**src/logic/wwd_pkg.sv**
```systemverilog
// Constants, types and register map of the window watchdog timing core.
// Function
// - Kick and mode inputs count as changed only after 3 to 4 stable ticks.
// - The wake pin counts as changed only after 96 to 128 stable ticks.
// - In the short disable and enable intervals, a kick low period longer than 45 ticks is a trigger error.
// - Changing from short to long supervision waits 1112 ticks.
// - Short mode opens with a 130 tick disable interval where no kick may come.
// - Short mode then opens a 124 tick enable interval that needs a kick.
// - Long mode runs a 71970 tick disable interval before its enable interval.
// - Long mode keeps a 30002 tick enable interval watching the wake pin.
// - A wake pin edge in the long enable interval gives a reset pulse.
// - A low mode level brings long supervision back to short supervision.
// - Every state change restarts the interval timer one cycle later.
// - A kick is accepted on the rising edge of the debounced kick level.
package wwd_pkg;

  localparam int unsigned TW = 17;

  // Interval lengths in oscillator ticks.
  localparam logic [TW-1:0] T_POWERUP   = 17'h000C9;
  localparam logic [TW-1:0] T_SWITCH    = 17'h00458;
  localparam logic [TW-1:0] T_SHORT_DIS = 17'h00082;
  localparam logic [TW-1:0] T_SHORT_EN  = 17'h0007C;
  localparam logic [TW-1:0] T_RESET_OUT = 17'h00028;
  localparam int unsigned   T_LONG_DIS  = 71970;
  localparam int unsigned   T_LONG_EN   = 30002;

  localparam logic [5:0] T_TRG_MAX  = 6'h2D;
  localparam logic [7:0] DEB_SHORT  = 8'h03;
  localparam logic [7:0] DEB_WAKE   = 8'h60;

  // Word indices of the registers; byte address is four times the index.
  localparam logic [2:0] ADR_CTRL     = 3'h0;
  localparam logic [2:0] ADR_STATUS   = 3'h1;
  localparam logic [2:0] ADR_IRQ_STAT = 3'h2;
  localparam logic [2:0] ADR_IRQ_CLR  = 3'h3;
  localparam logic [2:0] ADR_IRQ_EN   = 3'h4;

  localparam int unsigned CTRL_LONG_OK = 0;
  localparam logic [0:0]  CTRL_RST     = 1'h1;

  localparam int unsigned IRQ_EARLY = 0;
  localparam int unsigned IRQ_MISS  = 1;
  localparam int unsigned IRQ_TERR  = 2;
  localparam int unsigned IRQ_WAKE  = 3;
  localparam int unsigned IRQ_MODE  = 4;
  localparam int unsigned IRQ_W     = 5;

  typedef enum logic [2:0] {
    ST_POWERUP   = 3'b000,
    ST_SHORT_DIS = 3'b001,
    ST_SHORT_EN  = 3'b010,
    ST_SWITCH    = 3'b011,
    ST_LONG_DIS  = 3'b100,
    ST_LONG_EN   = 3'b101,
    ST_RESET     = 3'b110
  } state_t;

  typedef struct packed {
    logic       level;
    logic [7:0] cnt;
  } deb_t;

  typedef struct packed {
    logic [24:0] rsvd;
    logic        wake;
    logic        mode;
    logic        kick;
    logic        rst_active;
    state_t      state;
  } status_t;

endpackage

```
**src/logic/window_watchdog_timing.sv**
```systemverilog
// Window watchdog timing core with a classic Wishbone register slave.
//
// Design decisions made here: the Wishbone interface to the registers and the placing of the registers.
`timescale 1ns/1ps

// OSC_DIV sets how many clock cycles make one oscillator tick. The two long
// interval lengths are parameters so that a bench can shorten them; a real
// device keeps the defaults, since software relies on the sleep period.
module window_watchdog_timing #(
  parameter int unsigned OSC_DIV     = 1,
  parameter int unsigned LONG_DIS_CYC = wwd_pkg::T_LONG_DIS,
  parameter int unsigned LONG_EN_CYC  = wwd_pkg::T_LONG_EN
) (
  // Clock and power-on reset
  input  wire logic        ref_clk,
  input  wire logic        reset,
  // Wishbone slave
  input  wire logic        wb_cyc_i,
  input  wire logic        wb_stb_i,
  input  wire logic        wb_we_i,
  input  wire logic [4:0]  wb_adr_i,
  input  wire logic [3:0]  wb_sel_i,
  input  wire logic [31:0] wb_dat_i,
  output logic      [31:0] wb_dat_o,
  output logic             wb_ack_o,
  // Microcontroller pins
  input  wire logic        kick_input,
  input  wire logic        mode_input,
  input  wire logic        wake_pin,
  output logic             mcu_reset_n,
  // Interrupt
  output logic             irq
);

  ////////////////////////////////////////////////////////////////////////////
  // State.

  // Everything that remembers lives in one struct, so the reset value and the
  // register stage are written once. The debounced levels, the edge history
  // and the supervision timer all move together on the same clock edge.
  typedef struct packed {
    wwd_pkg::state_t           state;
    logic                      chg;
    logic [wwd_pkg::TW-1:0]    timer;
    logic [15:0]               div;
    wwd_pkg::deb_t             kick;
    wwd_pkg::deb_t             mode;
    wwd_pkg::deb_t             wake;
    logic                      kick_prev;
    logic                      wake_prev;
    logic [5:0]                low_cnt;
    logic [0:0]                ctrl;
    logic [wwd_pkg::IRQ_W-1:0] irq_stat;
    logic [wwd_pkg::IRQ_W-1:0] irq_en;
    logic                      rst_n;
    logic                      irq;
    logic                      ack;
    logic [31:0]               dat;
  } core_t;

  core_t                     q;
  core_t                     d;
  logic                      tick;
  logic                      tmo;
  logic                      kick_ok;
  logic                      wake_edge;
  logic                      terr;
  logic                      mode_hi;
  logic                      acc;
  logic                      wr;
  logic [wwd_pkg::IRQ_W-1:0] set;
  logic [wwd_pkg::IRQ_W-1:0] clr;
  wwd_pkg::status_t          stat;

  ////////////////////////////////////////////////////////////////////////////
  // Helpers.

  // A level is taken only after the raw input has differed for n ticks.
  // Any return to the held level restarts the count, so short glitches that
  // come and go between ticks never reach the state machine.
  function automatic wwd_pkg::deb_t deb_step(
    input logic          raw,
    input wwd_pkg::deb_t s,
    input logic [7:0]    n,
    input logic          en
  );
    wwd_pkg::deb_t r;
    r = s;
    if (raw == s.level) begin
      r.cnt = '0;
    end else if (en) begin
      if (s.cnt == n - 8'h01) begin
        r.level = raw;
        r.cnt   = '0;
      end else begin
        r.cnt = s.cnt + 8'h01;
      end
    end
    return r;
  endfunction

  // Length of the interval that each state waits for, in ticks. The illegal
  // code falls back to the reset pulse length, which is also where the state
  // machine recovers to.
  function automatic logic [wwd_pkg::TW-1:0] len_of(input wwd_pkg::state_t s);
    case (s)
      wwd_pkg::ST_POWERUP:   len_of = wwd_pkg::T_POWERUP;
      wwd_pkg::ST_SHORT_DIS: len_of = wwd_pkg::T_SHORT_DIS;
      wwd_pkg::ST_SHORT_EN:  len_of = wwd_pkg::T_SHORT_EN;
      wwd_pkg::ST_SWITCH:    len_of = wwd_pkg::T_SWITCH;
      wwd_pkg::ST_LONG_DIS:  len_of = wwd_pkg::TW'(LONG_DIS_CYC);
      wwd_pkg::ST_LONG_EN:   len_of = wwd_pkg::TW'(LONG_EN_CYC);
      wwd_pkg::ST_RESET:     len_of = wwd_pkg::T_RESET_OUT;
      default:               len_of = wwd_pkg::T_RESET_OUT;
    endcase
  endfunction

  ////////////////////////////////////////////////////////////////////////////
  // Next state.

  always_comb begin
    d = q;
    set = '0;
    clr = '0;

    // Oscillator tick; every interval counts these.
    tick = (q.div == 16'(OSC_DIV - 1));
    d.div = tick ? '0 : q.div + 16'h0001;

    d.kick = deb_step(kick_input, q.kick, wwd_pkg::DEB_SHORT, tick);
    d.mode = deb_step(mode_input, q.mode, wwd_pkg::DEB_SHORT, tick);
    d.wake = deb_step(wake_pin, q.wake, wwd_pkg::DEB_WAKE, tick);
    d.kick_prev = q.kick.level;
    d.wake_prev = q.wake.level;

    kick_ok   = q.kick.level & ~q.kick_prev;
    wake_edge = q.wake.level ^ q.wake_prev;

    // The low counter saturates one past the limit, so an error fires once.
    terr = 1'b0;
    if (q.kick.level) begin
      d.low_cnt = '0;
    end else if (tick && (q.low_cnt != wwd_pkg::T_TRG_MAX + 6'h01)) begin
      d.low_cnt = q.low_cnt + 6'h01;
      terr = (q.low_cnt == wwd_pkg::T_TRG_MAX);
    end

    mode_hi = q.mode.level & q.ctrl[wwd_pkg::CTRL_LONG_OK];

    // A timeout may still hit in the cycle after a pin-driven change, since
    // the timer is only cleared then; that gives the documented double step.
    tmo = tick && (q.timer == len_of(q.state) - 17'h00001);

    // Pin events take priority over the timer in every state but ST_POWERUP and ST_RESET, which only time out: a trigger error
    // beats a kick, a kick beats a mode change, and a mode change beats the
    // timeout. A microcontroller that misbehaves is therefore always punished
    // before the window can close normally.
    case (q.state)
      wwd_pkg::ST_POWERUP: begin
        if (tmo) begin
          d.state = wwd_pkg::ST_SHORT_DIS;
        end
      end
      wwd_pkg::ST_SHORT_DIS: begin
        if (terr) begin
          d.state = wwd_pkg::ST_RESET;
          set[wwd_pkg::IRQ_TERR] = 1'b1;
        end else if (kick_ok) begin
          d.state = wwd_pkg::ST_RESET;
          set[wwd_pkg::IRQ_EARLY] = 1'b1;
        end else if (mode_hi) begin
          d.state = wwd_pkg::ST_SWITCH;
          set[wwd_pkg::IRQ_MODE] = 1'b1;
        end else if (tmo) begin
          d.state = wwd_pkg::ST_SHORT_EN;
        end
      end
      wwd_pkg::ST_SHORT_EN: begin
        if (terr) begin
          d.state = wwd_pkg::ST_RESET;
          set[wwd_pkg::IRQ_TERR] = 1'b1;
        end else if (kick_ok) begin
          d.state = wwd_pkg::ST_SHORT_DIS;
        end else if (mode_hi) begin
          d.state = wwd_pkg::ST_SWITCH;
          set[wwd_pkg::IRQ_MODE] = 1'b1;
        end else if (tmo) begin
          d.state = wwd_pkg::ST_RESET;
          set[wwd_pkg::IRQ_MISS] = 1'b1;
        end
      end
      wwd_pkg::ST_SWITCH: begin
        if (!mode_hi) begin
          d.state = wwd_pkg::ST_SHORT_DIS;
          set[wwd_pkg::IRQ_MODE] = 1'b1;
        end else if (tmo) begin
          d.state = wwd_pkg::ST_LONG_DIS;
        end
      end
      wwd_pkg::ST_LONG_DIS: begin
        if (!mode_hi) begin
          d.state = wwd_pkg::ST_SHORT_DIS;
          set[wwd_pkg::IRQ_MODE] = 1'b1;
        end else if (tmo) begin
          d.state = wwd_pkg::ST_LONG_EN;
        end
      end
      wwd_pkg::ST_LONG_EN: begin
        if (!mode_hi) begin
          d.state = wwd_pkg::ST_SHORT_DIS;
          set[wwd_pkg::IRQ_MODE] = 1'b1;
        end else if (wake_edge) begin
          d.state = wwd_pkg::ST_RESET;
          set[wwd_pkg::IRQ_WAKE] = 1'b1;
        end else if (tmo) begin
          // Cyclic wake-up of the sleeping microcontroller.
          d.state = wwd_pkg::ST_RESET;
          set[wwd_pkg::IRQ_WAKE] = 1'b1;
        end
      end
      wwd_pkg::ST_RESET: begin
        if (tmo) begin
          d.state = wwd_pkg::ST_SHORT_DIS;
        end
      end
      default: begin
        d.state = wwd_pkg::ST_RESET;
      end
    endcase

    d.chg = (d.state != q.state);
    if (q.chg) begin
      d.timer = '0;
    end else if (tick && (q.timer != '1)) begin
      d.timer = q.timer + 17'h00001;
    end

    d.rst_n = !((d.state == wwd_pkg::ST_POWERUP) || (d.state == wwd_pkg::ST_RESET));

    // Wishbone slave: ack one cycle after the strobe, dropped the next.
    // The ack gate keeps a held strobe from being taken in two cycles in a row; a master that
    // keeps cyc and stb up after the ack simply gets a second transfer one
    // cycle later. Only byte lane 0 carries writable fields.
    acc = wb_cyc_i & wb_stb_i & ~q.ack;
    wr  = acc & wb_we_i & wb_sel_i[0];
    d.ack = acc;

    stat = '0;
    stat.wake = q.wake.level;
    stat.mode = q.mode.level;
    stat.kick = q.kick.level;
    stat.rst_active = ~q.rst_n;
    stat.state = q.state;

    if (wr) begin
      case (wb_adr_i[4:2])
        wwd_pkg::ADR_CTRL:    d.ctrl = wb_dat_i[0:0];
        wwd_pkg::ADR_IRQ_CLR: clr = wb_dat_i[wwd_pkg::IRQ_W-1:0];
        wwd_pkg::ADR_IRQ_EN:  d.irq_en = wb_dat_i[wwd_pkg::IRQ_W-1:0];
        default:              d.ctrl = q.ctrl;
      endcase
    end

    if (acc) begin
      case (wb_adr_i[4:2])
        wwd_pkg::ADR_CTRL:     d.dat = 32'(q.ctrl);
        wwd_pkg::ADR_STATUS:   d.dat = stat;
        wwd_pkg::ADR_IRQ_STAT: d.dat = 32'(q.irq_stat);
        wwd_pkg::ADR_IRQ_EN:   d.dat = 32'(q.irq_en);
        default:               d.dat = '0;
      endcase
    end

    // An event in the clearing cycle survives the clear.
    d.irq_stat = (q.irq_stat & ~clr) | set;
    d.irq = |(d.irq_stat & d.irq_en);
  end

  ////////////////////////////////////////////////////////////////////////////
  // Registers.

  // The kick pin idles high on its pull-up, so its debouncer and edge history
  // start high; otherwise the first ticks after reset would look like a kick.
  always_ff @(posedge ref_clk or posedge reset) begin
    if (reset) begin
      q <= '0;
      q.ctrl <= wwd_pkg::CTRL_RST;
      q.kick.level <= 1'b1;
      q.kick_prev <= 1'b1;
    end else begin
      q <= d;
    end
  end

  // Every output is a register bit, so no decode glitch reaches the pins.
  assign mcu_reset_n = q.rst_n;
  assign irq         = q.irq;
  assign wb_ack_o    = q.ack;
  assign wb_dat_o    = q.dat;

endmodule

```
**config.mk**
```make
export PLATFORM = sky130hd
export DESIGN_NAME = window_watchdog_timing
export DESIGN_NICKNAME = d
export VERILOG_FILES = /design/src/logic/wwd_pkg.sv /design/src/logic/window_watchdog_timing.sv
export SDC_FILE = /design/constraint.sdc
export NUM_CORES = 1
export LEC_CHECK = 0
export BUFFER_PORTS_ARGS = -buffer_cell sky130_fd_sc_hd__buf_2
export CELL_PAD_IN_SITES_DETAIL_PLACEMENT = 0
export CELL_PAD_IN_SITES_GLOBAL_PLACEMENT = 1
export CORE_ASPECT_RATIO = 1.2
export CORE_MARGIN = 5
export CORE_UTILIZATION = 40
export DETAILED_ROUTE_END_ITERATION = 12
export HOLD_SLACK_MARGIN = 0.02
export PLACE_DENSITY_LB_ADDON = 0.1
export SYNTH_ARGS = -nofsm -noshare
export SYNTH_HDL_FRONTEND = slang
export SYNTH_SLANG_ARGS = --single-unit
```
**constraint.sdc**
```tcl
create_clock -name ref_clk -period 7.1 [get_ports ref_clk]
set_input_delay 0.355 -clock ref_clk [delete_from_list [all_inputs] [get_ports ref_clk]]
set_output_delay 0.355 -clock ref_clk [all_outputs]
set_load 0.02 [all_outputs]
```
==> flow_results.xml <==
<?xml version="1.0" encoding="UTF-8"?>
<metrics>
  <group name="global_routing">
    <metric name="grt_pass1_wl" unit="um">20800</metric>
    <metric name="number_of_global_route_vias_before_repair" unit="">4265</metric>
    <metric name="remaining_global_route_overflow" unit="">0</metric>
    <metric name="grt_start_max_net_pins" unit="">68</metric>
    <metric name="number_of_antenna_violations_at_the_first_check_in_global_routing" unit="">0</metric>
    <metric name="grt_usage" unit="%">15.2</metric>
  </group>
  <group name="floorplanning">
    <metric name="die_width" unit="um">118</metric>
    <metric name="initial_standard_cell_utilization_of_the_core" unit="%">40.5</metric>
    <metric name="design.portCount" unit="">84</metric>
    <metric name="die_height" unit="um">139</metric>
    <metric name="floorplan.rows" unit="">47</metric>
    <metric name="die_area" unit="mm2">0.0164</metric>
    <metric name="core_area" unit="mm2">0.0138</metric>
  </group>
  <group name="yosys">
    <metric name="yosysWarningCount" unit="">0</metric>
    <metric name="post_synth_inst_count" unit="">605</metric>
    <metric name="netlist_area" unit="mm2">0.00557</metric>
    <metric name="ys_dominant_reg_cell" unit="">sky130_fd_sc_hd__dfrtp_1</metric>
    <metric name="number_of_flip_flops_and_latches_in_the_synthesized_netlist" unit="">93</metric>
    <metric name="syn_area_per_cell" unit="um2">9.21</metric>
    <metric name="async_flop_share" unit="%">100</metric>
    <metric name="synth-edff-count" unit="">0</metric>
    <metric name="yosys.cell_types.count" unit="">72</metric>
    <metric name="yosysSeqAreaShare" unit="%">41.8</metric>
  </group>
  <group name="critical_path">
    <metric name="required_time_of_the_worst_setup_path" unit="ns">7.34</metric>
    <metric name="crit_fanout" unit="">29</metric>
    <metric name="worst_setup_path_start_kind" unit="">register</metric>
    <metric name="crit_type" unit="">register to register</metric>
    <metric name="worst_ep_arrival_time" unit="ns">4.02</metric>
    <metric name="worst_setup_path_end_kind" unit="">register</metric>
  </group>
  <group name="timing">
    <metric name="maxSlewHeadroom" unit="%">38.9</metric>
    <metric name="post-route-period-util" unit="%">53.3</metric>
    <metric name="report.final.setup_viol" unit="">0</metric>
    <metric name="period_needed" unit="ns">3.78</metric>
    <metric name="finalMaxSlewViolations" unit="">0</metric>
    <metric name="worst_slew_pin_slew" unit="ns">0.916</metric>
    <metric name="setup-tns-final" unit="ns">0</metric>
    <metric name="rsz0062_at_grt" unit="">no</metric>
    <metric name="finClkSkew" unit="ns">0.00901</metric>
    <metric name="finalHoldViolCount" unit="">0</metric>
    <metric name="fmax" unit="MHz">264</metric>
  </group>
  <group name="final_layout">
    <metric name="drive_above_1_share" unit="%">12.0</metric>
    <metric name="ff_latch_area" unit="mm2">0.00233</metric>
    <metric name="multi_input_comb_area" unit="mm2">0.00290</metric>
    <metric name="finish.net_count" unit="">676</metric>
    <metric name="n_antenna_cell" unit="">0</metric>
    <metric name="total_of_fill_cells_in_the_finished_design" unit="">1404</metric>
    <metric name="layout-area-overhead-vs-synth" unit="%">6.82</metric>
  </group>
  <group name="drt">
    <metric name="routed-via-count" unit="">4113</metric>
    <metric name="detailedRoute.firstPassIterationCount" unit="">5</metric>
    <metric name="routed_wire_length" unit="um">12000</metric>
    <metric name="antenna_violating_nets_post_route" unit="">0</metric>
    <metric name="post-route-drc-count" unit="">0</metric>
    <metric name="viasPerCell" unit="">5.21</metric>
    <metric name="first_iter_violations" unit="">222</metric>
    <metric name="wl_per_cell" unit="um">15.2</metric>
  </group>
  <group name="power_and_ir_drop">
    <metric name="post-layout-total-power" unit="mW">1.34</metric>
    <metric name="irDropWorstVdd" unit="mV">0.139</metric>
    <metric name="total_leakage_power" unit="nW">2.73</metric>
    <metric name="cellPowerDensity" unit="mW/mm2">225</metric>
  </group>
  <group name="cts">
    <metric name="cts-htree-levels" unit="">3</metric>
    <metric name="clk_pin_slew" unit="ns">0.07</metric>
    <metric name="clock_sinks" unit="">93</metric>
    <metric name="cts_inserted_buffers" unit="">9</metric>
    <metric name="clock_tree_from_tritoncts" unit="">built</metric>
    <metric name="cts_root_buf" unit="">sky130_fd_sc_hd__clkbuf_16</metric>
    <metric name="clk-insertion-delay-late" unit="ns">0.35</metric>
    <metric name="post-cts-setup-buffers" unit="">0</metric>
    <metric name="clk_path_buf_depth" unit="">2</metric>
  </group>
  <group name="min_path">
    <metric name="hold_path.class" unit="">input pin to register</metric>
  </group>
  <group name="outcome">
    <metric name="status" unit="">finished, final reports clean</metric>
  </group>
  <group name="placed_design">
    <metric name="routability_congestion" unit="">0.785</metric>
    <metric name="io_port_bufs" unit="">26</metric>
    <metric name="detailed_place_hpwl" unit="um">8570</metric>
  </group>
  <group name="job">
    <metric name="max-cap-violations" unit="">0</metric>
  </group>
</metrics>
[flip-flops by register name (all words and copies together), names as in the netlist]
name and flops:
d 2, q 81, wb_dat_o 7, irq 1, wb_ack_o 1, mcu_reset_n 1
[cell usage in the layout (no fill, tap or decap), types with 13 or more instances in the layout]
| cell type | n |
|---|---|
| sky130_fd_sc_hd__nor2_1 | 58 |
| sky130_fd_sc_hd__conb_1 | 25 |
| sky130_fd_sc_hd__ha_1 | 13 |
| sky130_fd_sc_hd__xnor2_1 | 22 |
| sky130_fd_sc_hd__xor2_1 | 25 |
| sky130_fd_sc_hd__nand3_1 | 33 |
| sky130_fd_sc_hd__a21oi_1 | 20 |
| sky130_fd_sc_hd__o21ai_0 | 48 |
| sky130_fd_sc_hd__dfrtp_1 | 90 |
| sky130_fd_sc_hd__buf_2 | 26 |
| sky130_fd_sc_hd__nand2_1 | 72 |
[cell type report]
| type | instances | area share, % |
|---|---|---|
| inverter | 13 | 0.841 |
| tap | 171 | 3.59 |
| multi-input combinational | 469 | 48.6 |
| sequential | 93 | 39.1 |
| timing repair buffer | 28 | 2.48 |
| clock inverter | 5 | 1.41 |
| clock buffer | 11 | 3.91 |
[power breakdown]
part	switching, mW	internal [mW]	total, mW
Sequential	0.0530	0.574	0.627
Clock	0.211	0.310	0.521
Combinational	0.120	0.0736	0.194
Total	0.384	0.958	1.34
[per-stage QoR]
| stage | cell area [um2] | setup slack, ns | instances | utilization (%) | hold slack, ns |
|---|---|---|---|---|---|
| after global placement | 5630 | 3.39 | 773 | 40.9 | 0.390 |
| after floorplan | 5660 | 4.03 | 629 | - | 0.371 |
| final | 5950 | 3.32 | 790 | 43.3 | 0.273 |
| after detailed placement | 5630 | 3.35 | 773 | 40.9 | 0.391 |
| after global routing | 5950 | 3.10 | 790 | 43.3 | 0.255 |
| after CTS | 5950 | 3.34 | 790 | 43.3 | 0.252 |
[per-layer routing]
layer	vias up	GRT usage, %	wire length [um]
met5	-	0	0
met4	0	4.89	182
met3	11	3.41	318
met2	47	26.2	6040
met1	1994	18.9	5480
li1	2061	-	-
[cell usage after synthesis (all sizes together) (11+ instances only)]
master / number / area share, %
dfrtp: 90 / 40
nand2: 72 / 4.8
nor2: 58 / 3.9
o21ai: 49 / 4.4
buf: 40 / 5.9
nand3: 34 / 3.1
xor2: 25 / 3.9
xnor2: 22 / 3.5
a21oi: 20 / 1.8
clkbuf: 14 / 1.1
ha: 13 / 2.9
inv: 13 / 0.88
nor2b: 13 / 1.5
mux2: 11 / 2.2
[worst max-delay path, cell delays in order (launching register included)]
cell and delay (ns):
sky130_fd_sc_hd__dfrtp_1 0.72, sky130_fd_sc_hd__or3_1 0.52, sky130_fd_sc_hd__ha_1 0.30, sky130_fd_sc_hd__or3_4 0.39
sky130_fd_sc_hd__a211oi_2 0.21, sky130_fd_sc_hd__o21a_2 0.15, sky130_fd_sc_hd__o22ai_2 0.10, sky130_fd_sc_hd__nor3_2 0.44
sky130_fd_sc_hd__o2bb2ai_2 0.19, sky130_fd_sc_hd__mux2_1 0.35, sky130_fd_sc_hd__a211o_1 0.27
[path summary, 6_finish.rpt]
path                                           end  cells past startpoint  slack, ns                    start
setup / recovery                  q[114]$_DFF_PP0_                     10       3.32         q[117]$_DFF_PP0_
hold / removal                   d[53]$_DFFE_PP1P_                      2       0.27               kick_input
setup reg to reg                  q[114]$_DFF_PP0_                     10       3.32         q[117]$_DFF_PP0_
hold reg to reg            wb_dat_o[6]$_DFFE_PP0P_                      2       0.47  wb_dat_o[6]$_DFFE_PP0P_
max in group asynchronous          q[90]$_DFF_PP0_                      4       5.29                    reset
min in group asynchronous        q[67]$_DFFE_PP0P_                      3       0.57                    reset
[what timing repair did]
item,CTS,global route
endpoints found under the setup margin,0,0
gates resized for setup,0,0
hold endpoints to repair,25,0
hold buffers,1,0
[cells by family (layout without fill, tap and decap cells)]
| group | after synthesis | after routing | share of synthesized area [%] |
|---|---|---|---|
| xor gates and xnor gates | 47 | 47 | 7.38 |
| muxes | 12 | 12 | 2.40 |
| AOI/OAI and AO/OA | 113 | 113 | 13.1 |
| buffers and inverters | 67 | 57 | 7.86 |
| adders and majority gates | 13 | 13 | 2.92 |
| DFF | 93 | 93 | 41.8 |
| other | 1 | 25 | 0.0673 |
| and+or+nand+nor | 259 | 259 | 24.4 |
(Power assumes the default switching activity.)
